[src/include/sps_regs.svh]
// register map, field positions, reset values and timing of the position supervisor
`ifndef SPS_REGS_SVH
`define SPS_REGS_SVH

// ----------------------------------------------------------------
// register byte offsets
// ----------------------------------------------------------------
`define SPS_OFS_CTRL       8'h00
`define SPS_OFS_TMOVE_ON   8'h04
`define SPS_OFS_TMOVE_OFF  8'h08
`define SPS_OFS_STATUS     8'h0C

// ----------------------------------------------------------------
// control register fields
// ----------------------------------------------------------------
`define SPS_CTRL_ON_CMD    0
`define SPS_CTRL_OFF_CMD   1
`define SPS_CTRL_CL_WIRED  2
`define SPS_CTRL_OP_WIRED  3
`define SPS_CTRL_ROUTE     4

// ----------------------------------------------------------------
// status register fields
// ----------------------------------------------------------------
`define SPS_ST_CLOSED      0
`define SPS_ST_OPEN        1
`define SPS_ST_TRANSIT     2
`define SPS_ST_FAULT       3
`define SPS_ST_CODE_LO     4
`define SPS_ST_CODE_HI     5
`define SPS_ST_SINGLE      6
`define SPS_ST_SUCCESS     7
`define SPS_ST_AUX_CL      8
`define SPS_ST_AUX_OP      9

// ----------------------------------------------------------------
// position codes
// ----------------------------------------------------------------
`define SPS_CODE_INTER     2'h0
`define SPS_CODE_OPEN      2'h1
`define SPS_CODE_CLOSED    2'h2
`define SPS_CODE_DISTURB   2'h3

// ----------------------------------------------------------------
// reset values
// ----------------------------------------------------------------
`define SPS_RST_CL_WIRED   1'h1
`define SPS_RST_OP_WIRED   1'h1
`define SPS_RST_ROUTE      1'h0
`define SPS_RST_TMOVE      16'h0064

// ----------------------------------------------------------------
// time base: travel times count in units of this period
// ----------------------------------------------------------------
`define SPS_CLK_NS         20
`define SPS_TICK_NS        1000000
`define SPS_TICK_CYCLES    ((`SPS_TICK_NS + `SPS_CLK_NS - 1) / `SPS_CLK_NS)

`endif

[src/include/sps_pkg.sv]
// types shared by the position supervisor and its travel timer
package sps_pkg;

    // ----------------------------------------------------------------
    // supervision states
    // ----------------------------------------------------------------
    typedef enum logic [3:0] {
        ST_IDLE     = 4'b0001,
        ST_MOVE_ON  = 4'b0010,
        ST_MOVE_OFF = 4'b0100,
        ST_EXPIRED  = 4'b1000
    } sps_state_t;

    // ----------------------------------------------------------------
    // bus carriers
    // ----------------------------------------------------------------
    typedef struct packed {
        logic        psel;
        logic        penable;
        logic        pwrite;
        logic [7:0]  paddr;
        logic [31:0] pwdata;
    } sps_apb_req_t;

    typedef struct packed {
        logic [31:0] prdata;
        logic        pready;
        logic        pslverr;
    } sps_apb_rsp_t;

    // ----------------------------------------------------------------
    // validated position
    // ----------------------------------------------------------------
    typedef struct packed {
        logic       closed;
        logic       open;
        logic       transit;
        logic       fault;
        logic [1:0] code;
        logic       single_contact_flag;
        logic       success_flag;
    } sps_pos_t;

    // ----------------------------------------------------------------
    // command outputs to the relays
    // ----------------------------------------------------------------
    typedef struct packed {
        logic ctl_on;
        logic ctl_off;
        logic prot_on;
        logic prot_off;
    } sps_cmd_t;

    // ----------------------------------------------------------------
    // module states
    // ----------------------------------------------------------------
    typedef struct packed {
        logic [15:0] count;
        logic        running;
        logic        expired;
    } sps_tmr_t;

    typedef struct packed {
        sps_state_t  st;
        logic        supervised;
        logic        from_prot;
        logic [1:0]  sync_cl;
        logic [1:0]  sync_op;
        logic [15:0] presc;
        logic        tick;
        logic        cl_wired;
        logic        op_wired;
        logic        route;
        logic [15:0] tmove_on;
        logic [15:0] tmove_off;
        logic [31:0] rdata;
        logic        rerr;
        sps_pos_t    pos;
        sps_cmd_t    cmd;
    } sps_core_t;

endpackage

[src/sps_travel_timer.sv]
// one travel timer counting time-base ticks up to a programmed limit
`timescale 1ns/1ps
`include "sps_regs.svh"

module sps_travel_timer
    import sps_pkg::*;
(
    // clock and reset
    input  wire logic        i_clk,
    input  wire logic        i_rst,
    // control
    input  wire logic        i_tick,
    input  wire logic        i_start,
    input  wire logic        i_stop,
    input  wire logic [15:0] i_limit,
    // status
    output logic             o_running,
    output logic             o_expired
);

    sps_tmr_t s;
    sps_tmr_t next_s;

    // ----------------------------------------------------------------
    // next state
    // ----------------------------------------------------------------
    always_comb
    begin
        next_s         = s;
        next_s.expired = 1'b0;
        if (i_start)
        begin
            // a restart while running begins a fresh travel time
            next_s.count   = 16'h0000;
            next_s.running = 1'b1;
        end
        else if (i_stop)
        begin
            next_s.running = 1'b0;
        end
        else if (s.running && i_tick)
        begin
            if (s.count + 16'h0001 >= i_limit)
            begin
                next_s.running = 1'b0;
                next_s.expired = 1'b1;
            end
            else
            begin
                next_s.count = s.count + 16'h0001;
            end
        end
    end

    // ----------------------------------------------------------------
    // registers
    // ----------------------------------------------------------------
    always_ff @(posedge i_clk)
    begin
        if (i_rst)
        begin
            s <= '0;
        end
        else
        begin
            s <= next_s;
        end
    end

    assign o_running = s.running;
    assign o_expired = s.expired;

endmodule

[src/sps_supervisor.sv]
// switchgear position supervisor with travel timers and an APB register slave
//
// Notes on behaviour
// - one switchgear unit, one set of everything
// - protection commands may share control command outputs
// - single contact: no intermediate/disturbed from contacts
// - sample contacts, qualify with travel timers
// - code: 0 inter, 1 open, 2 closed, 3 disturbed
// - ON starts close timer, in-transit while supervised and running
// - closed feedback in time sets closed flag
// - supervised timer expiry without end position sets fault
// - OFF starts open timer; open feedback sets open
// - opposite contacts give open or closed position
// - equal contacts: transit while timing, else disturbed
// - single contact wiring raises single-contact flag
// - single contact supervises matching direction only
// - closed-only: ON travel intermediate, closed gives success
// - single contact expiry: unsuccessful, fault, no transit
// - closed-only position decode from closed contact
// - no contact assigned forces disturbed code
// - open-only: OFF supervised, open gives success
`timescale 1ns/1ps
`include "sps_regs.svh"

module sps_supervisor
    import sps_pkg::*;
#(
    parameter int TICK_CYCLES = `SPS_TICK_CYCLES
)
(
    // clock and reset
    input  wire logic   I_CORE_CLK,
    input  wire logic   I_RST,
    // register bus
    input  sps_pkg::sps_apb_req_t I_APB,
    output sps_pkg::sps_apb_rsp_t O_APB,
    // auxiliary contacts
    input  wire logic   I_AUX_CLOSED,
    input  wire logic   I_AUX_OPEN,
    // protection commands
    input  wire logic   I_PROT_ON,
    input  wire logic   I_PROT_OFF,
    // validated position
    output sps_pkg::sps_pos_t O_POS,
    // command relays
    output sps_pkg::sps_cmd_t O_CMD
);

    import sps_pkg::*;

    sps_core_t  s;
    sps_core_t  next_s;
    logic [1:0] tmr_start;
    logic [1:0] tmr_stop;
    logic [1:0] tmr_running;
    logic [1:0] tmr_expired;
    logic [1:0][15:0] tmr_limit;

    // ----------------------------------------------------------------
    // travel timers, index 0 close direction, index 1 open direction
    // ----------------------------------------------------------------
    assign tmr_limit[0] = s.tmove_on;
    assign tmr_limit[1] = s.tmove_off;

    genvar g;
    generate
        for (g = 0; g < 2; g++)
        begin : g_tmr
            sps_travel_timer u_tmr (
                .i_clk     (I_CORE_CLK),
                .i_rst     (I_RST),
                .i_tick    (s.tick),
                .i_start   (tmr_start[g]),
                .i_stop    (tmr_stop[g]),
                .i_limit   (tmr_limit[g]),
                .o_running (tmr_running[g]),
                .o_expired (tmr_expired[g])
            );
        end
    endgenerate

    // ----------------------------------------------------------------
    // next state
    // ----------------------------------------------------------------
    always_comb
    begin
        logic        cl;
        logic        op;
        logic        bus_wr;
        logic        bus_setup;
        logic        want_on;
        logic        want_off;
        logic        cmd_prot;
        logic        both;
        logic        cl_only;
        logic        op_only;
        logic        moving;
        logic        end_on;
        logic        end_off;
        logic        end_any;
        logic        expire;
        logic [31:0] rd;
        sps_pos_t    p;

        next_s    = s;
        tmr_start = 2'h0;
        tmr_stop  = 2'h0;
        cl        = s.sync_cl[1];
        op        = s.sync_op[1];
        bus_wr    = I_APB.psel && I_APB.penable && I_APB.pwrite;
        bus_setup = I_APB.psel && !I_APB.penable;
        rd        = 32'h0000_0000;
        p         = '0;
        want_on   = 1'b0;
        want_off  = 1'b0;
        cmd_prot  = 1'b0;
        moving    = 1'b0;
        expire    = 1'b0;

        // wiring modes and the end positions each of them can see
        both      = s.cl_wired && s.op_wired;
        cl_only   = s.cl_wired && !s.op_wired;
        op_only   = !s.cl_wired && s.op_wired;
        end_on    = both ? (cl && !op) : (cl_only && cl);
        end_off   = both ? (op && !cl) : (op_only && op);
        end_any   = both ? (cl != op) : ((cl_only && cl) || (op_only && op));

        // two-stage synchronisers; only the second stage is looked at
        next_s.sync_cl = {s.sync_cl[0], I_AUX_CLOSED};
        next_s.sync_op = {s.sync_op[0], I_AUX_OPEN};

        // time-base prescaler
        next_s.tick = 1'b0;
        if (s.presc >= 16'(TICK_CYCLES - 1))
        begin
            next_s.presc = 16'h0000;
            next_s.tick  = 1'b1;
        end
        else
        begin
            next_s.presc = s.presc + 16'h0001;
        end

        // register writes, taken in the access phase
        if (bus_wr)
        begin
            case (I_APB.paddr)
                `SPS_OFS_CTRL:
                begin
                    want_on        = I_APB.pwdata[`SPS_CTRL_ON_CMD];
                    want_off       = I_APB.pwdata[`SPS_CTRL_OFF_CMD];
                    next_s.cl_wired = I_APB.pwdata[`SPS_CTRL_CL_WIRED];
                    next_s.op_wired = I_APB.pwdata[`SPS_CTRL_OP_WIRED];
                    next_s.route    = I_APB.pwdata[`SPS_CTRL_ROUTE];
                end
                `SPS_OFS_TMOVE_ON:  next_s.tmove_on  = I_APB.pwdata[15:0];
                `SPS_OFS_TMOVE_OFF: next_s.tmove_off = I_APB.pwdata[15:0];
                default: ;
            endcase
        end
        cmd_prot = (I_PROT_ON || I_PROT_OFF) && !want_on && !want_off;
        want_on  = want_on || I_PROT_ON;
        want_off = want_off || I_PROT_OFF;

        // supervision sequence
        case (s.st)
            ST_MOVE_ON:
            begin
                if (s.supervised && end_on)
                begin
                    next_s.st               = ST_IDLE;
                    next_s.pos.success_flag = 1'b1;
                    tmr_stop[0]             = 1'b1;
                end
                else if (tmr_expired[0])
                begin
                    expire    = s.supervised;
                    next_s.st = s.supervised ? ST_EXPIRED : ST_IDLE;
                end
            end
            ST_MOVE_OFF:
            begin
                if (s.supervised && end_off)
                begin
                    next_s.st               = ST_IDLE;
                    next_s.pos.success_flag = 1'b1;
                    tmr_stop[1]             = 1'b1;
                end
                else if (tmr_expired[1])
                begin
                    expire    = s.supervised;
                    next_s.st = s.supervised ? ST_EXPIRED : ST_IDLE;
                end
            end
            ST_EXPIRED:
            begin
                // a later valid end position ends the disturbance
                if (end_any)
                begin
                    next_s.st = ST_IDLE;
                end
            end
            ST_IDLE: ;
            default:
            begin
                next_s.st = ST_IDLE;
            end
        endcase

        // a new command restarts supervision; OFF wins over ON
        if (want_off)
        begin
            next_s.st               = ST_MOVE_OFF;
            next_s.supervised       = both || op_only;
            next_s.from_prot        = cmd_prot;
            next_s.pos.success_flag = 1'b0;
            tmr_start[1]            = 1'b1;
            tmr_stop[0]             = 1'b1;
        end
        else if (want_on)
        begin
            next_s.st               = ST_MOVE_ON;
            next_s.supervised       = both || cl_only;
            next_s.from_prot        = cmd_prot;
            next_s.pos.success_flag = 1'b0;
            tmr_start[0]            = 1'b1;
            tmr_stop[1]             = 1'b1;
        end
        if (expire)
        begin
            next_s.pos.success_flag = 1'b0;
        end

        // position decode from the next state and contacts
        moving = (next_s.st == ST_MOVE_ON || next_s.st == ST_MOVE_OFF)
                 && next_s.supervised;
        if (both)
        begin
            if (cl != op)
            begin
                p.closed = cl;
                p.open   = op;
                p.code   = cl ? `SPS_CODE_CLOSED : `SPS_CODE_OPEN;
            end
            else if (moving)
            begin
                p.transit = 1'b1;
                p.code    = `SPS_CODE_INTER;
            end
            else
            begin
                p.fault = 1'b1;
                p.code  = `SPS_CODE_DISTURB;
            end
        end
        else if (cl_only || op_only)
        begin
            // one contact cannot itself tell intermediate from the other end
            if (cl_only ? cl : op)
            begin
                p.closed = cl_only;
                p.open   = op_only;
                p.code   = cl_only ? `SPS_CODE_CLOSED : `SPS_CODE_OPEN;
            end
            else if (moving)
            begin
                p.transit = 1'b1;
                p.code    = `SPS_CODE_INTER;
            end
            else if (next_s.st == ST_EXPIRED)
            begin
                p.fault = 1'b1;
                p.code  = `SPS_CODE_DISTURB;
            end
            else
            begin
                p.closed = op_only;
                p.open   = cl_only;
                p.code   = cl_only ? `SPS_CODE_OPEN : `SPS_CODE_CLOSED;
            end
        end
        else
        begin
            p.fault = 1'b1;
            p.code  = `SPS_CODE_DISTURB;
        end
        p.single_contact_flag = s.cl_wired != s.op_wired;
        p.success_flag        = next_s.pos.success_flag;
        next_s.pos            = p;

        // relay drive lasts until the supervised end position is reached or the travel time of the command runs out
        next_s.cmd = '0;
        if (next_s.st == ST_MOVE_ON || next_s.st == ST_MOVE_OFF)
        begin
            if (next_s.from_prot && !next_s.route)
            begin
                next_s.cmd.prot_on  = next_s.st == ST_MOVE_ON;
                next_s.cmd.prot_off = next_s.st == ST_MOVE_OFF;
            end
            else
            begin
                next_s.cmd.ctl_on  = next_s.st == ST_MOVE_ON;
                next_s.cmd.ctl_off = next_s.st == ST_MOVE_OFF;
            end
        end

        // read data is captured in the setup phase
        rd[`SPS_ST_CLOSED]  = s.pos.closed;
        rd[`SPS_ST_OPEN]    = s.pos.open;
        rd[`SPS_ST_TRANSIT] = s.pos.transit;
        rd[`SPS_ST_FAULT]   = s.pos.fault;
        rd[`SPS_ST_CODE_HI:`SPS_ST_CODE_LO] = s.pos.code;
        rd[`SPS_ST_SINGLE]  = s.pos.single_contact_flag;
        rd[`SPS_ST_SUCCESS] = s.pos.success_flag;
        rd[`SPS_ST_AUX_CL]  = cl;
        rd[`SPS_ST_AUX_OP]  = op;
        if (bus_setup)
        begin
            next_s.rerr  = 1'b0;
            next_s.rdata = 32'h0000_0000;
            case (I_APB.paddr)
                `SPS_OFS_CTRL:
                begin
                    next_s.rdata[`SPS_CTRL_CL_WIRED] = s.cl_wired;
                    next_s.rdata[`SPS_CTRL_OP_WIRED] = s.op_wired;
                    next_s.rdata[`SPS_CTRL_ROUTE]    = s.route;
                end
                `SPS_OFS_TMOVE_ON:  next_s.rdata[15:0] = s.tmove_on;
                `SPS_OFS_TMOVE_OFF: next_s.rdata[15:0] = s.tmove_off;
                `SPS_OFS_STATUS:    next_s.rdata       = rd;
                default:            next_s.rerr        = 1'b1;
            endcase
        end
    end

    // ----------------------------------------------------------------
    // registers: every output except the constant pready and the gated pslverr moves on the same edge
    // ----------------------------------------------------------------
    always_ff @(posedge I_CORE_CLK)
    begin
        if (I_RST)
        begin
            s           <= '0;
            s.st        <= ST_IDLE;
            s.cl_wired  <= `SPS_RST_CL_WIRED;
            s.op_wired  <= `SPS_RST_OP_WIRED;
            s.route     <= `SPS_RST_ROUTE;
            s.tmove_on  <= `SPS_RST_TMOVE;
            s.tmove_off <= `SPS_RST_TMOVE;
            s.pos.fault <= 1'b1;
            s.pos.code  <= `SPS_CODE_DISTURB;
        end
        else
        begin
            s <= next_s;
        end
    end

    // ----------------------------------------------------------------
    // outputs
    // ----------------------------------------------------------------
    assign O_APB.prdata  = s.rdata;
    assign O_APB.pready  = 1'b1;
    // the unmapped-address error only shows while an access is in progress
    assign O_APB.pslverr = s.rerr && I_APB.psel && I_APB.penable;
    assign O_POS         = s.pos;
    assign O_CMD         = s.cmd;

endmodule

[config.mk]
export PLATFORM = sky130hd
export DESIGN_NAME = sps_supervisor
export DESIGN_NICKNAME = d
export VERILOG_FILES = /design/src/include/sps_pkg.sv /design/src/sps_travel_timer.sv /design/src/sps_supervisor.sv
export VERILOG_INCLUDE_DIRS = /design/src /design/src/include
export SDC_FILE = /design/constraint.sdc
export NUM_CORES = 1
export LEC_CHECK = 0
export BUFFER_PORTS_ARGS = -buffer_cell sky130_fd_sc_hd__buf_2
export CAP_MARGIN = 5
export CORE_MARGIN = 1
export CORE_UTILIZATION = 59
export CTS_BUF_LIST = sky130_fd_sc_hd__clkbuf_16
export CTS_CLUSTER_SIZE = 12
export DETAILED_ROUTE_END_ITERATION = 7
export PLACE_DENSITY = 0.81
export SYNTH_ARGS = -nofsm -noshare
export SYNTH_HDL_FRONTEND = slang
export SYNTH_SLANG_ARGS = --single-unit
[constraint.sdc]
create_clock -name I_CORE_CLK -period 4.28 [get_ports I_CORE_CLK]
set_input_delay 0.856 -clock I_CORE_CLK [delete_from_list [all_inputs] [get_ports I_CORE_CLK]]
set_output_delay 0.856 -clock I_CORE_CLK [all_outputs]
set_load 0.02 [all_outputs]
* After elaboration in Yosys (flattened, before gate mapping)
Index checks and enable logic that the tools add are counted.
Operators by class: bitwise logic cells 8, order comparisons 3, reductions and logical operators 59, multiplexer cells 75, eq/ne operators 14, add/sub/neg operators 3
Operators by type and width (count):
- 2-to-1 mux 16 bit | 4
- adder 16 x 1 -> 16 bit (second input constant) | 3
- 2-to-1 mux 18 bit | 2
- 2-to-1 mux 1 bit | 35
- 2-to-1 mux 33 bit | 1
- one-hot mux 11 bit (3 select lines) | 1
- >= comparator 16 bit | 2
- 2-to-1 mux 2 bit | 16
- 2-to-1 mux 4 bit | 6
- logical AND 1 bit | 20
- 2-to-1 mux 6 bit | 3
- equality test 8 x 4 -> 1 bit (second input constant) | 2
- >= comparator 16 bit (second input constant) | 1
- one-hot mux 4 bit (4 select lines) | 1
- OR reduction 4 bit | 4
- one-hot mux 3 bit (4 select lines) | 1
- nonzero test 3 bit | 4
- AND reduction 2 bit | 5
- AND reduction 3 bit | 3
- equality test 4 x 2 -> 1 bit (second input constant) | 2
- equality test 4 x 3 -> 1 bit (second input constant) | 2
- equality test 4 bit (second input constant) | 2
- equality test 8 x 3 -> 1 bit (second input constant) | 1
- zero test 1 bit | 8
- 12 further kinds | 33
Storage, ports and cells: flip-flop bits (word level) 127, logic and storage cells 193

* Logic depth before layout (Yosys ltp)
depth in word-level cells 16, depth in mapped cells 15, gate-level depth less buffers 13

* Hierarchy
A second synthesis with hierarchy kept.
Second synthesis, totals: cells, all modules 895, area, all modules 7632.3 um^2
Modules (own cells, without submodules):
- sps_supervisor | seq. area each 1821.7 um^2, area each 4435.5 um^2, instances 1, cells an instance 509
- sps_travel_timer at g_tmr[1].u_tmr | seq. area each 360.3 um^2, area each 1671.6 um^2, instances 1, cells an instance 197
- sps_travel_timer at g_tmr[0].u_tmr | seq. area each 360.3 um^2, area each 1525.2 um^2, instances 1, cells an instance 189

* Worst setup path before layout
No wires, ideal clock.
path kind reg-to-reg, from register g_tmr[0].u_tmr.s[2] (netlist bit), to register g_tmr[0].u_tmr.s[10] (netlist bit), cell stages (with the launch flop) 15, arrival 3286 ps, clock period less this slack 3357 ps, setup slack 923 ps, library setup time 72 ps, cell sequence dfxtp_1 -> ha_1 -> nand3_1 -> nor4_1 -> and3_1 -> nand3_1 -> xnor2_1 -> ha_1 -> a21o_1 -> a21oi_1 -> nand2_1 -> a211o_1 -> clkbuf_1 -> a21oi_1 -> mux2i_1
Between the ends: cells in the longest elaborated chain, start to end 4
Ends and longest elaborated chain:
- start, declared | RTL line sps_travel_timer.sv:21 | sps_tmr_t s;
- start signal, assigned | RTL line sps_travel_timer.sv:66 | s <= next_s;
- adder 16 x 1 -> 16 bit (*) | RTL line sps_travel_timer.sv:43, sps_travel_timer.sv:50
- >= comparator 16 bit | RTL line sps_travel_timer.sv:43 | if (s.count + 16'h0001 >= i_limit)
- NOT 1 bit (no source line)
- AND reduction 3 bit (no source line)
Every way passes the cells marked *; elsewhere a longest branch is shown, timed or not. A chain may end at the register's enable or synchronous reset.

* Worst setup path in the final report
from register g_tmr[1].u_tmr.s[2] (netlist bit), to register g_tmr[1].u_tmr.s[12] (netlist bit)
Between the ends: cells in the longest elaborated chain, start to end 4
Ends and longest elaborated chain (RTL line):
- start, declared | sps_travel_timer.sv:21
- start signal, assigned | sps_travel_timer.sv:66
- adder 16 x 1 -> 16 bit (*) | sps_travel_timer.sv:43, sps_travel_timer.sv:50
- >= comparator 16 bit | sps_travel_timer.sv:43
- NOT 1 bit (no source line)
- AND reduction 3 bit (no source line)
Marks and branches as above.

==> metrics.cfg <==
[sta]
grt_setup_unrepaired=no
final-hold-violation-count=0
tns_ns=0
tightest_slew_ns=0.919
setup_viol=0
finalWorstSetupSlack_ns=0.299
finalClockSkew_ns=0.0142
slew_headroom_pct=38.2
max_freq_ghz=0.251
timing.final.crit_share_pct=93.0
maxSlewViolCount=0
finalCriticalPeriod_ns=3.98

[clocking]
h-tree-depth=4
numClockSinks=127
cts_tree=done
cts_buffers=17
worstSkewPairLatency_ns=0.43
clock_path_buffers=2
postCtsSetupBuffers=0
ctsResizeCount=0
cts-root-buf=clkbuf_16
cts_hold_buf=0
path_clk_slew_ns=0.06

[detailed_routing]
dr.pass1.iters=5
vias_per_cell=5.89
drcViolationCount=0
routedWlPerCell_um=16.2
drt_iter0_drc=630
antenna_left=0
vias=6503
routed_wl_um=17800

[logic_synthesis]
synth-edff-count=0
syn-instance-count=909
ys_ff_latch=127
syn_area_um2=7390
yosys_warnings=0
syn_area_per_cell_um2=8.13
ys_types=71
ys.flop_type=dfxtp_1
synthArstFlopShare_pct=0
synth-seq-area-share_pct=34.4

[cells_and_area]
layout-drive-gt1-share_pct=11.5
final_util_pct=66.9
layout_commonest_cell=dfxtp_1
n_antenna_cell=0
fillerInstances=982
fin_nets=1015
stdcell_count=1104
final_cell_area_um2=8100
syn2layout_area_growth_pct=9.64
final_cell_mix=dfxtp_1, nand2_1, nor2_1, a21oi_1, nand3_1

[grt]
grt_use_total_pct=28.2
grt_max_degree=39
grt.busiest_layer=met2
met3_usage_pct=6.38
grt_pass1_vias=5780
antenna_found_initial=0
use_met2_pct=45.2
grt-ovfl-total=0
grt_pass1_wl_um=28400
grt_util_met1_pct=35.7

[power]
ir_worst_vdd_mv=0.276
p_leak_nw=3.34
p_per_area_nw_per_um2=354

[placement]
dp_slack_ns=0.225
dp_cells=1072
port_buffers=61
placed_cell_area_um2=7480
post-dp-hpwl_um=12400
gp_congestion=0.869

[worst_setup_path]
critPathLaunchType=flip-flop
worstReg2RegStart=g_tmr[1].u_tmr.s[2]
arrival_ns=4.31
ff2ff_setup_slack_ns=0.30
criticalPathCategory=reg2reg
reg2reg_depth=14
cp.required_ns=4.61
setup.worst_path.start=g_tmr[1].u_tmr.s[2]
cp_max_fo=17
crit_path_end=g_tmr[1].u_tmr.s[12]
reg2reg_to=g_tmr[1].u_tmr.s[12]
cp-end-kind=flip-flop

[die]
rows=40
die_w_um=114
core_um2=12100
ios=95
die-area_um2=13000
fp.dieH_um=114
start_util_pct=61.0

[flow_run]
drv_cap=0

[worst_hold_path]
hold_class=reg2reg

[run_status]
status=finished, final reports clean

stage by stage:
step / hold WS [ns] / total power [mW]
finish: 0.441 / 2.87
global route: 0.467 / 2.94
CTS: 0.444 / 2.87
detailed placement: 0.432 / 1.39
global placement: 0.418 / 1.39
floorplan: 0.413 / 1.36
registers in the layout, summed over array words and instances (netlist names):
register / count
O_APB: 16
O_POS: 8
g_tmr.u_tmr.o_running: 2
g_tmr.u_tmr.s: 32
next_s: 2
s: 61
g_tmr.u_tmr.o_expired: 2
O_CMD: 4
cells in the mapped netlist, drive strengths merged (3+ instances only):
cell	instances	share of area, %
dfxtp	127	34
nand2	112	5.7
nor2	77	4.0
a21oi	69	4.7
nand3	64	4.3
buf	54	5.4
ha	42	7.1
inv	42	2.1
clkbuf	32	1.6
mux2i	26	3.5
xnor2	21	2.5
xor2	21	2.5
and3	20	1.7
o21ai	19	1.3
nand2b	18	1.5
a22oi	17	1.7
nor3	14	0.95
nor2b	10	0.85
o31ai	9	0.91
or4	9	0.91
a211oi	8	0.81
or3	8	0.68
a22o	7	0.83
nand4	6	0.51
nor4	6	0.80
o211ai	5	0.51
o21a	5	0.51
a211o	4	0.47
a21o	4	0.41
and4	4	0.47
or2	4	0.34
a31oi	3	0.25
and2	3	0.25
mux4	3	1.0
o32ai	3	0.36
how the worst min path moves through the flow:
stage,cells past startpoint,from,slack [ns],endpoint
global placement,1,next_s[98],0.42,s[98]
finish,1,next_s[98],0.44,s[98]
global route,1,next_s[98],0.47,s[98]
detailed placement,1,next_s[98],0.43,s[98]
CTS,1,next_s[98],0.44,s[98]
floorplan,1,s[81],0.41,s[81]
final cells by class:
| class | count | area [µm²] | share of cell area, % |
|---|---|---|---|
| sequential | 127 | 2540 | 31.4 |
| inverter | 42 | 158 | 1.95 |
| timing repair buffer | 67 | 354 | 4.37 |
| clock inverter | 14 | 174 | 2.15 |
| tap | 168 | 210 | 2.60 |
| multi-input combinational | 669 | 4230 | 52.3 |
| clock buffer | 17 | 425 | 5.25 |
kinds of logic (layout without fill, tap and decap cells):
group,after synthesis,count (layout),synth area share (%)
adders and majority gates,42,42,7.11
buffers and inverters,128,140,9.15
and+or+nand+nor,366,366,24.4
AOI/OAI and AO/OA,172,172,15.2
DFF,127,127,34.4
other,2,17,0.102
xor gates and xnor gates,42,42,4.98
muxes,30,30,4.69
worst max-delay path: stages, from the launching register on:
cell      delay, ns
dfxtp_1        0.41
ha_1           0.24
nand3_1        0.18
nor2_1         0.31
nand3_1        0.21
or2_2          0.38
xnor2_1        0.14
ha_1           0.32
a21oi_1        0.13
a21boi_0       0.11
o31ai_1        0.31
o21ai_1        0.24
buf_6          0.21
or4_1          0.50
a21oi_1        0.20
per-layer routing:
metal  share of wire, %  wire [µm]  vias to the layer above
li1                   -          -                     3157
met1                 44       7770                     3009
met2                 46       8280                      283
met3                6.3       1130                       54
met4                3.6        650                        0
met5                  0          0                        -
power breakdown:
group / internal, mW / switching (mW)
Sequential: 1.20 / 0.0132
Combinational: 0.0501 / 0.113
Clock: 0.958 / 0.535
Total: 2.21 / 0.660
Note: power is estimated with default switching activity, not from simulation.
